[src/shared/hv_link_params.svh]
// offsets, field positions, codes and timing counts of the die control link
`ifndef HV_LINK_PARAMS_SVH
`define HV_LINK_PARAMS_SVH
`define OFS_COMMAND 5'h04
`define OFS_DATA 5'h0C
`define OFS_CFG 5'h10
`define OFS_STA 5'h18
`define CMD_READ_CFG 8'h00
`define CMD_READ_STA 8'h02
`define CMD_WRITE_CFG 8'h08
`define BIT_BUSY 0
`define BIT_PARITY 1
`define BIT_ACK 2
`define BIT_MIRROR 3
`define CFG_MASK 8'h1F
`define STA_MASK 8'h07
`define RST_CFG 8'h00
`define RST_STA 8'h00
`define RST_DATA 8'h00
`define LINK_DIV 8
`define FRAME_BITS 14
`define CMD_BITS 4
`define DATA_END 12
`endif

[src/shared/hv_link_pkg.sv]
// types shared by the die control link modules
package hv_link_pkg;
  typedef enum logic [2:0] {
    SEQ_IDLE = 3'b000,
    SEQ_KEYHOLE = 3'b001,
    SEQ_MIRROR_WR = 3'b010,
    SEQ_MIRROR_RD = 3'b011,
    SEQ_IRQ_RD = 3'b100
  } seq_state_type;
  typedef struct packed {
    logic [3:0] command;
    logic [7:0] data;
  } link_request_type;
  typedef struct packed {
    logic [7:0] data;
    logic parity_ok;
    logic ack;
  } link_result_type;
endpackage

[src/design/pin_sync.sv]
// three-stage synchroniser for a pin from outside the clock domain
`timescale 1ns/1ps
`default_nettype none
module pin_sync (
  input wire logic clk_sys,
  input wire logic sys_rst,
  input wire logic pin,
  output logic level
);
  logic s1, s2, s3;
  always_ff @(posedge clk_sys or posedge sys_rst) begin
    if (sys_rst) begin
      s1 <= 1'b0;
      s2 <= 1'b0;
      s3 <= 1'b0;
      level <= 1'b0;
    end else begin
      s1 <= pin;
      s2 <= s1;
      s3 <= s2;
      if (s2 == s3) begin
        level <= s3;
      end
    end
  end
endmodule // pin_sync
`default_nettype wire

[src/design/link_shifter.sv]
// serial engine: divided link clock, frame shift out and shift in
`timescale 1ns/1ps
`default_nettype none
`include "hv_link_params.svh"
module link_shifter import hv_link_pkg::*; #(
  parameter int DIV = `LINK_DIV
) (
  input wire logic clk_sys,
  input wire logic sys_rst,
  input wire logic start,
  input wire logic is_read,
  input wire link_request_type request,
  input wire logic data_in,
  output link_result_type result,
  output logic done,
  output logic busy,
  output logic [7:0] shift_byte,
  output logic die_link_clock,
  output logic die_data_out,
  output logic die_data_oe
);
  // the slave's bit needs four sync cycles before the sampling phase
  if (DIV < 8 || DIV % 2 != 0) begin : g_bad_div
    $error("link divider must be even and at least 8");
  end
  localparam int CW = $clog2(DIV);
  localparam int BW = $clog2(`FRAME_BITS);
  logic [CW-1:0] phase;
  logic [BW-1:0] bit_index;
  logic [BW-1:0] next_index;
  logic [13:0] tx;
  logic rd, par_rx, bit_end, last, take;
  assign take = start && !busy;
  assign bit_end = busy && (phase == CW'(DIV - 1));
  assign last = bit_index == BW'(`FRAME_BITS - 1);
  assign next_index = bit_index + BW'(1);
  assign die_data_out = tx[13];
  always_ff @(posedge clk_sys or posedge sys_rst) begin
    if (sys_rst) begin
      busy <= 1'b0;
      done <= 1'b0;
      phase <= '0;
      bit_index <= '0;
      rd <= 1'b0;
    end else begin
      done <= bit_end && last;
      phase <= (take || bit_end) ? '0 : phase + CW'(1);
      if (take) begin
        busy <= 1'b1;
        bit_index <= '0;
        rd <= is_read;
      end else if (bit_end) begin
        busy <= !last;
        bit_index <= next_index;
      end
    end
  end
  // -------------------------------------------------------------------
  // pins: clock high in the second half of each bit time, data set at start
  // -------------------------------------------------------------------
  always_ff @(posedge clk_sys or posedge sys_rst) begin
    if (sys_rst) begin
      tx <= '0;
      die_data_oe <= 1'b0;
      die_link_clock <= 1'b0;
    end else begin
      die_link_clock <= busy && !bit_end && (phase >= CW'(DIV / 2 - 1));
      if (take) begin
        tx <= {request.command, request.data, ^request.data, 1'b0};
        die_data_oe <= 1'b1;
      end else if (bit_end) begin
        tx <= {tx[12:0], 1'b0};
        die_data_oe <= !last && (next_index < BW'(`CMD_BITS)
          || (!rd && next_index < BW'(`FRAME_BITS - 1)));
      end
    end
  end
  // -------------------------------------------------------------------
  // shift register: rotates out on writes, shifts in on reads
  // -------------------------------------------------------------------
  always_ff @(posedge clk_sys or posedge sys_rst) begin
    if (sys_rst) begin
      shift_byte <= '0;
      par_rx <= 1'b0;
      result <= '0;
    end else if (take) begin
      shift_byte <= request.data;
    end else if (bit_end) begin
      if (bit_index >= BW'(`CMD_BITS) && bit_index < BW'(`DATA_END)) begin
        shift_byte <= {shift_byte[6:0], rd ? data_in : shift_byte[7]};
      end
      if (bit_index == BW'(`DATA_END)) begin
        par_rx <= data_in;
      end
      if (last) begin
        result.data <= shift_byte;
        result.parity_ok <= !rd || (^shift_byte == par_rx);
        result.ack <= data_in;
      end
    end
  end
endmodule // link_shifter
`default_nettype wire

[src/design/hv_die_control_link.sv]
// master end of the three-wire control link to the high-voltage companion die
// Contract
// three wires: link clock, two-way data, interrupt; this die is master.
// link clock runs at one eighth of the system clock.
// keyhole read result lands in the low byte of keyhole data.
// software loads keyhole data first, then writes the write command.
// remote interrupt copies remote status into keyhole data automatically.
// writing the config shadow launches a link write of that value.
// after a mirrored write the config shadow takes the read-back value.
// status shadow changes only on interrupt or keyhole status read.
// software waits 20 us after mirrored writes, or polls.
// command codes: 0x00 read config, 0x02 read status, 0x08 write config.
// command bit 3 shows a mirrored write pending; no keyhole writes then.
// command bit 2 shows slave acknowledge of the last transfer.
// command bit 1 shows receive parity match of the last transfer.
// command bit 0 shows a transfer busy; no new command until clear.
// keyhole data bits 11..8 show the last command written.
// keyhole data bits 7..0 show the link shift register.
// config byte: flag enable 4, diagnostic 3, transceiver 0; 7..5 reserved.
// remote hardware clears the driver re-enable bit 2 itself.
// protect-disable bit 1 keeps short event but no driver shutdown.
// status bit 2 shows supply above limit, valid with flag enable.
// status bit 1 follows the live short detector.
// status bit 0 records a bus short event; bus then disabled.
// each transfer: command, eight data bits, parity, slave acknowledge.
// command and shadow writes arriving while busy are ignored.
`timescale 1ns/1ps
`default_nettype none
`include "hv_link_params.svh"
module hv_die_control_link import hv_link_pkg::*; #(
  parameter int DIV = `LINK_DIV
) (
  input wire logic clk_sys,
  input wire logic sys_rst,
  input wire logic [4:0] avs_address,
  input wire logic avs_read,
  input wire logic avs_write,
  input wire logic [31:0] avs_writedata,
  input wire logic [3:0] avs_byteenable,
  output logic [31:0] avs_readdata,
  output logic avs_waitrequest,
  output logic die_link_clock,
  output logic die_data_out,
  output logic die_data_oe,
  input wire logic die_data_in,
  input wire logic die_interrupt_line
);
  // -------------------------------------------------------------------
  // state
  // -------------------------------------------------------------------
  seq_state_type state;
  link_request_type request;
  link_result_type result;
  logic link_start, link_rd, link_done, link_busy;
  logic [7:0] shift_byte;
  logic data_sync, irq_sync, irq_prev, irq_rise, irq_pending;
  logic [3:0] last_command_field;
  logic [7:0] keyhole_byte, config_shadow, status_shadow;
  logic parity_ok, ack_result;
  logic wr_take, cmd_take, cfg_take, data_take, cmd_valid, irq_launch;
  logic status_read, sta_load, seq_busy, mirror_write_pending;
  logic [7:0] wbyte;
  logic [31:0] next_readdata;
  // -------------------------------------------------------------------
  // pin inputs
  // -------------------------------------------------------------------
  pin_sync u_data_sync (
    .clk_sys(clk_sys),
    .sys_rst(sys_rst),
    .pin(die_data_in),
    .level(data_sync)
  );
  pin_sync u_irq_sync (
    .clk_sys(clk_sys),
    .sys_rst(sys_rst),
    .pin(die_interrupt_line),
    .level(irq_sync)
  );
  link_shifter #(
    .DIV(DIV)
  ) u_shifter (
    .clk_sys(clk_sys),
    .sys_rst(sys_rst),
    .start(link_start),
    .is_read(link_rd),
    .request(request),
    .data_in(data_sync),
    .result(result),
    .done(link_done),
    .busy(link_busy),
    .shift_byte(shift_byte),
    .die_link_clock(die_link_clock),
    .die_data_out(die_data_out),
    .die_data_oe(die_data_oe)
  );
  always_ff @(posedge clk_sys or posedge sys_rst) begin
    if (sys_rst) begin
      irq_prev <= 1'b0;
    end else begin
      irq_prev <= irq_sync;
    end
  end
  assign irq_rise = irq_sync && !irq_prev;
  // -------------------------------------------------------------------
  // bus slave: one wait cycle, then the access is taken
  // -------------------------------------------------------------------
  assign wbyte = avs_writedata[7:0];
  assign seq_busy = state != SEQ_IDLE;
  assign mirror_write_pending = state == SEQ_MIRROR_WR || state == SEQ_MIRROR_RD;
  assign wr_take = avs_write && !avs_waitrequest && avs_byteenable[0];
  assign cmd_take = wr_take && avs_address == `OFS_COMMAND && !seq_busy;
  assign cfg_take = wr_take && avs_address == `OFS_CFG && !seq_busy;
  assign data_take = wr_take && avs_address == `OFS_DATA && !seq_busy;
  assign cmd_valid = wbyte == `CMD_READ_CFG || wbyte == `CMD_READ_STA
    || wbyte == `CMD_WRITE_CFG;
  assign irq_launch = state == SEQ_IDLE && irq_pending && !cmd_take && !cfg_take;
  assign status_read = last_command_field == 4'(`CMD_READ_STA);
  assign sta_load = link_done && (state == SEQ_IRQ_RD
    || (state == SEQ_KEYHOLE && status_read));
  always_comb begin
    next_readdata = '0;
    case (avs_address)
      `OFS_COMMAND: begin
        next_readdata[`BIT_MIRROR] = mirror_write_pending;
        next_readdata[`BIT_ACK] = ack_result;
        next_readdata[`BIT_PARITY] = parity_ok;
        next_readdata[`BIT_BUSY] = seq_busy;
      end
      `OFS_DATA: begin
        next_readdata[11:8] = last_command_field;
        next_readdata[7:0] = link_busy ? shift_byte : keyhole_byte;
      end
      `OFS_CFG: next_readdata[7:0] = config_shadow;
      `OFS_STA: next_readdata[7:0] = status_shadow;
      default: next_readdata = '0;
    endcase
  end
  always_ff @(posedge clk_sys or posedge sys_rst) begin
    if (sys_rst) begin
      avs_waitrequest <= 1'b1;
      avs_readdata <= '0;
    end else begin
      avs_waitrequest <= !((avs_read || avs_write) && avs_waitrequest);
      if (avs_read && avs_waitrequest) begin
        avs_readdata <= next_readdata;
      end
    end
  end
  // -------------------------------------------------------------------
  // transfer sequencer
  // -------------------------------------------------------------------
  always_ff @(posedge clk_sys or posedge sys_rst) begin
    if (sys_rst) begin
      state <= SEQ_IDLE;
      link_start <= 1'b0;
      link_rd <= 1'b0;
      request <= '0;
    end else begin
      link_start <= 1'b0;
      case (state)
        SEQ_IDLE: begin
          if (cmd_take && cmd_valid) begin
            state <= SEQ_KEYHOLE;
            link_start <= 1'b1;
            link_rd <= wbyte != `CMD_WRITE_CFG;
            // write sends what software left in keyhole data beforehand
            request <= {wbyte[3:0], keyhole_byte};
          end else if (cfg_take) begin
            state <= SEQ_MIRROR_WR;
            link_start <= 1'b1;
            link_rd <= 1'b0;
            request.command <= 4'(`CMD_WRITE_CFG);
            request.data <= wbyte & `CFG_MASK;
          end else if (irq_launch) begin
            // a command or config write in the same cycle goes first; the irq waits until the sequencer is back in idle
            state <= SEQ_IRQ_RD;
            link_start <= 1'b1;
            link_rd <= 1'b1;
            request.command <= 4'(`CMD_READ_STA);
            request.data <= 8'h00;
          end
        end
        SEQ_MIRROR_WR: begin
          if (link_done) begin
            state <= SEQ_MIRROR_RD;
            link_start <= 1'b1;
            link_rd <= 1'b1;
            request.command <= 4'h0;
            request.data <= 8'h00;
          end
        end
        SEQ_KEYHOLE, SEQ_MIRROR_RD, SEQ_IRQ_RD: begin
          if (link_done) begin
            state <= SEQ_IDLE;
          end
        end
        default: state <= SEQ_IDLE;
      endcase
    end
  end
  // -------------------------------------------------------------------
  // interrupt request: an edge in the launch cycle is kept
  // -------------------------------------------------------------------
  always_ff @(posedge clk_sys or posedge sys_rst) begin
    if (sys_rst) begin
      irq_pending <= 1'b0;
    end else if (irq_rise) begin
      irq_pending <= 1'b1;
    end else if (irq_launch) begin
      irq_pending <= 1'b0;
    end
  end
  // -------------------------------------------------------------------
  // software-visible registers
  // -------------------------------------------------------------------
  always_ff @(posedge clk_sys or posedge sys_rst) begin
    if (sys_rst) begin
      last_command_field <= '0;
      keyhole_byte <= `RST_DATA;
      parity_ok <= 1'b0;
      ack_result <= 1'b0;
    end else begin
      if (cmd_take) begin
        last_command_field <= wbyte[3:0];
      end
      if (data_take) begin
        keyhole_byte <= wbyte;
      end else if (link_done && (state == SEQ_KEYHOLE || state == SEQ_IRQ_RD)) begin
        keyhole_byte <= result.data; // see R03
      end
      if (link_done) begin
        parity_ok <= result.parity_ok;
        ack_result <= result.ack;
      end
    end
  end
  always_ff @(posedge clk_sys or posedge sys_rst) begin
    if (sys_rst) begin
      config_shadow <= `RST_CFG;
      status_shadow <= `RST_STA;
    end else begin
      // reserved bits never stored; remote clears re-enable itself
      if (cfg_take) begin
        config_shadow <= wbyte & `CFG_MASK; // see R17
      end else if (link_done && state == SEQ_MIRROR_RD) begin
        config_shadow <= result.data & `CFG_MASK; // see R07
      end
      if (sta_load) begin
        status_shadow <= result.data & `STA_MASK; // see R08 see R20 see R21
      end
    end
  end

  // mirror bound: two frames and gaps; a hang here would stall software
  localparam int MIRROR_MAX = 2 * (`FRAME_BITS * DIV + 4);
  logic [15:0] mirror_cycles;
  always_ff @(posedge clk_sys or posedge sys_rst) begin
    if (sys_rst) begin
      mirror_cycles <= '0;
    end else if (mirror_write_pending) begin
      mirror_cycles <= mirror_cycles + 16'h0001;
    end else begin
      mirror_cycles <= '0;
    end
  end
endmodule // hv_die_control_link
`default_nettype wire

[config.mk]
export PLATFORM = sky130hd
export DESIGN_NAME = hv_die_control_link
export DESIGN_NICKNAME = d
export VERILOG_FILES = /design/src/shared/hv_link_pkg.sv /design/src/design/pin_sync.sv /design/src/design/link_shifter.sv /design/src/design/hv_die_control_link.sv
export VERILOG_INCLUDE_DIRS = /design/src /design/src/shared
export SDC_FILE = /design/constraint.sdc
export NUM_CORES = 1
export LEC_CHECK = 0
export BUFFER_PORTS_ARGS = -buffer_cell sky130_fd_sc_hd__buf_2
export CAP_MARGIN = 20
export CORE_MARGIN = 2
export CORE_UTILIZATION = 50
export CTS_CLUSTER_SIZE = 30
export DETAILED_ROUTE_END_ITERATION = 8
export PLACE_DENSITY = 0.72
export SYNTH_ARGS = -nofsm -noshare
export SYNTH_HDL_FRONTEND = slang
export SYNTH_SLANG_ARGS = --single-unit
[constraint.sdc]
create_clock -name clk_sys -period 6.6 [get_ports clk_sys]
set_input_delay 0 -clock clk_sys [delete_from_list [all_inputs] [get_ports clk_sys]]
set_output_delay 0 -clock clk_sys [all_outputs]
set_load 0.05 [all_outputs]
==> results.py <==
metrics = {
    "run_status": {
        "status": "finished clean",
    },
    "worst_hold_path": {
        "hold_class": "primary input to flip-flop",
        "whs_path_depth": 4,
    },
    "pwr": {
        "finalPower_w": 0.00135,
        "ir_drop_mv": 0.139,
        "p_per_area_mw_per_mm2": 244,
        "leakage_nw": 2.73,
    },
    "clock_network": {
        "path_clk_slew_ps": 100,
        "clkSinkCount": 106,
        "clockBufferDepth": 2,
        "cts_tree": "yes",
        "cts-resized-gates": 0,
        "h-tree-depth": 3,
        "clk-insertion-delay-late_ps": 370,
        "clock-root-buffer": "clkbuf_8",
        "cts_inserted_buffers": 9,
    },
    "sta": {
        "setup_viol": 0,
        "slew_viol_final": 0,
        "fin_worst_skew_ps": 13.0,
        "worstMarginPinSlew_ps": 1060,
        "slew_headroom_pct": 29.1,
        "rsz0062_at_grt": "false",
        "period_needed_ps": 2730,
        "post-route-worst-setup-slack_ps": 3870,
        "whs_ps": 112,
        "finalHoldViolCount": 0,
        "tns_ps": 0,
        "fmax_mhz": 366,
        "fin_crit_sh_pct": 41.3,
    },
    "drt": {
        "first_iter_violations": 286,
        "via_per_inst": 5.53,
        "ant_nets": 0,
        "routed-via-count": 3567,
        "remaining_drc_errors": 0,
        "first_pass_iters": 4,
        "wl_per_cell_microns": 16.2,
        "routed_wl_mm": 10.4,
    },
    "floorplan": {
        "die_y_microns": 104,
        "initial_core_util_pct": 51.5,
        "core_area_sq_mm": 0.00973,
        "num_rows": 36,
        "pin_count": 83,
        "dieArea_sq_mm": 0.0108,
        "die_x_microns": 104,
    },
    "grt": {
        "grt_pass1_wl_mm": 17.4,
        "antenna_found_initial": 0,
        "grt_max_degree": 71,
        "grt_use_total_pct": 20.2,
        "grt_pass1_vias": 3443,
        "grt_overflow": 0,
    },
    "logic_synthesis": {
        "syn_area_sq_mm": 0.00501,
        "synth_seq_cells": 106,
        "synth_seq_area_share_pct": 53.0,
        "syn_inst": 467,
        "yosysWarnings": 0,
        "synthArstFlopShare_pct": 100,
        "yosysUniqueCellTypes": 57,
        "synthFlopType": "dfrtp_1",
        "avgSynthCellArea_sq_um": 10.7,
        "synth_edf_count": 0,
    },
    "critical_path": {
        "crit_required_ps": 6870,
        "startpoint_type": "flip-flop",
        "critPathCaptureType": "flip-flop",
        "crit_path_top_delay_cell": "dfrtp_1",
        "path_class": "flip-flop to flip-flop",
        "critPathMaxFanout": 21,
        "worst_path_largest_cell_delay_ps": 770,
        "r2r_cells": 3,
        "worstPathArrival_ps": 2990,
        "path_cells": "and2_1, nand3_1, mux2_2",
    },
    "finish": {
        "nets": 561,
        "diodes": 0,
        "multiInputGateArea_sq_mm": 0.00214,
        "register_area_sq_mm": 0.00265,
        "syn2layout_area_growth_pct": 10.7,
        "drive_above_1_share_pct": 16.4,
        "final_util_pct": 57.0,
        "fillers": 857,
    },
    "place": {
        "portBuffers": 35,
        "dp_hpwl_mm": 7.31,
        "preCtsSetupSlack_ps": 3900,
        "gp_routability_congestion": 0.871,
    },
    "run": {
        "maxCapViolations": 0,
    },
}
registers in the layout (all words and copies together), names as in the netlist, 3 cells and up:
register              flops
status_shadow             3
u_shifter.bit_index       4
avs_readdata             12
config_shadow             5
u_shifter.shift_byte      8
u_shifter.result         10
u_shifter.phase           3
last_command_field        4
u_shifter.tx             13
request                  12
state                     3
keyhole_byte              8
cell type report:
class / count / share of cell area, %
inverter: 8 / 0.587
sequential: 106 / 47.9
multi-input combinational: 331 / 38.6
timing repair buffer: 51 / 5.96
tap: 133 / 3.00
clock buffer: 10 / 2.30
clock inverter: 6 / 1.63
layout by cell type (no fill, tap or decap), types with 2 or more instances in the layout:
cell type      synthesis  routed
nor3_1                 4       4
o2bb2ai_1              5       5
nand3_1               12      12
o31ai_1                3       3
dfrtp_1              105     105
xnor2_1               14      14
nand2_1               89      89
o21ai_0               34      34
inv_1                  8       7
a222oi_1               2       2
nand4b_1               2       2
xor2_1                 3       3
nor3b_4                2       2
and2_1                 4       4
bufinv_16              0       2
o21bai_1               2       2
mux2i_1               21      21
a21oi_1                8       8
buf_4                 22       2
nand4_1                2       2
nor4b_1                3       3
clkbuf_8               0       9
o22ai_1                3       3
conb_1                 1      20
maj3_1                 2       2
buf_2                  8      35
nor3b_1                2       2
mux2_2                23      23
and4_1                 2       2
a22o_1                 4       4
dlygate4sd3_1          0      14
ha_1                   7       7
nand2b_1               5       5
a211oi_1               3       3
a22oi_1               16      16
a32o_1                 2       2
nor2_1                13      13
through the flow:
stage | area, sq um | instances
floorplan | 5080 | 486
detailed placement | 5180 | 615
global placement | 5180 | 615
finish | 5540 | 645
CTS | 5540 | 645
global route | 5540 | 645
cell families after synthesis:
kind of cell | synth area share [%]
other | 0.0749
AO/OA/AOI/OAI | 12.1
XOR/XNOR | 3.42
multiplexers | 9.37
adder cells (fa/ha/maj) | 2.15
flip-flops | 53.0
AND/OR/NAND/NOR | 14.2
buffers and inverters | 5.67
power breakdown:
group          leakage, nW  total, W  internal, W  switching [W]
sequential            1.37  0.000720     0.000683      0.0000370
clock                0.107  0.000437     0.000215       0.000222
combinational         1.26  0.000197    0.0000696       0.000127
cell usage after synthesis, types with 3 or more instances:
cell type | n | area (sq um)
a211oi_1 | 3 | 22.5
a21oi_1 | 8 | 40.0
a22o_1 | 4 | 35.0
a22oi_1 | 16 | 120
and2_1 | 4 | 25.0
buf_1 | 3 | 11.3
buf_2 | 8 | 40.0
buf_4 | 22 | 165
clkbuf_1 | 7 | 26.3
dfrtp_1 | 105 | 2630
ha_1 | 7 | 87.6
inv_1 | 8 | 30.0
mux2_2 | 23 | 259
mux2i_1 | 21 | 210
nand2_1 | 89 | 334
nand2b_1 | 5 | 31.3
nand3_1 | 12 | 60.1
nor2_1 | 13 | 48.8
nor3_1 | 4 | 20.0
nor4b_1 | 3 | 26.3
o21ai_0 | 34 | 170
o22ai_1 | 3 | 18.8
o2bb2ai_1 | 5 | 43.8
o31ai_1 | 3 | 22.5
xnor2_1 | 14 | 123
xor2_1 | 3 | 26.3
metal layers:
| metal | track usage [%] | share of wire, % | vias up |
|---|---|---|---|
| li1 | - | - | 1667 |
| met1 | 28.1 | 45 | 1780 |
| met4 | 8.69 | 2.1 | 0 |
| met5 | 0 | 0 | - |
| met3 | 2.76 | 5.1 | 19 |
| met2 | 31.9 | 48 | 101 |
path summary, 6_finish.rpt:
| path | startpoint | to | slack [ps] |
|---|---|---|---|
| min reg2reg | u_irq_sync.s1 | u_irq_sync.s2 | 360 |
| max | u_shifter.busy | u_shifter.result[5] | 3870 |
| max in group asynchronous | sys_rst | u_shifter.bit_index[0] | 5160 |
| min in group asynchronous | sys_rst | u_data_sync.s2 | 180 |
| min | avs_address[2] | avs_readdata[1] | 110 |
| max reg2reg | u_shifter.busy | u_shifter.result[5] | 3870 |
critical path: cells and delay by family (launching register included):
family	cells	cell delay (ps)
mux	1	470
simple gates	2	1360
flops	1	770
what timing repair did:
action | in CTS | in global routing
hold endpoints to repair | 58 | 0
setup buffers | 0 | 0
hold buffers | 14 | 0
(Power assumes the default switching activity.)
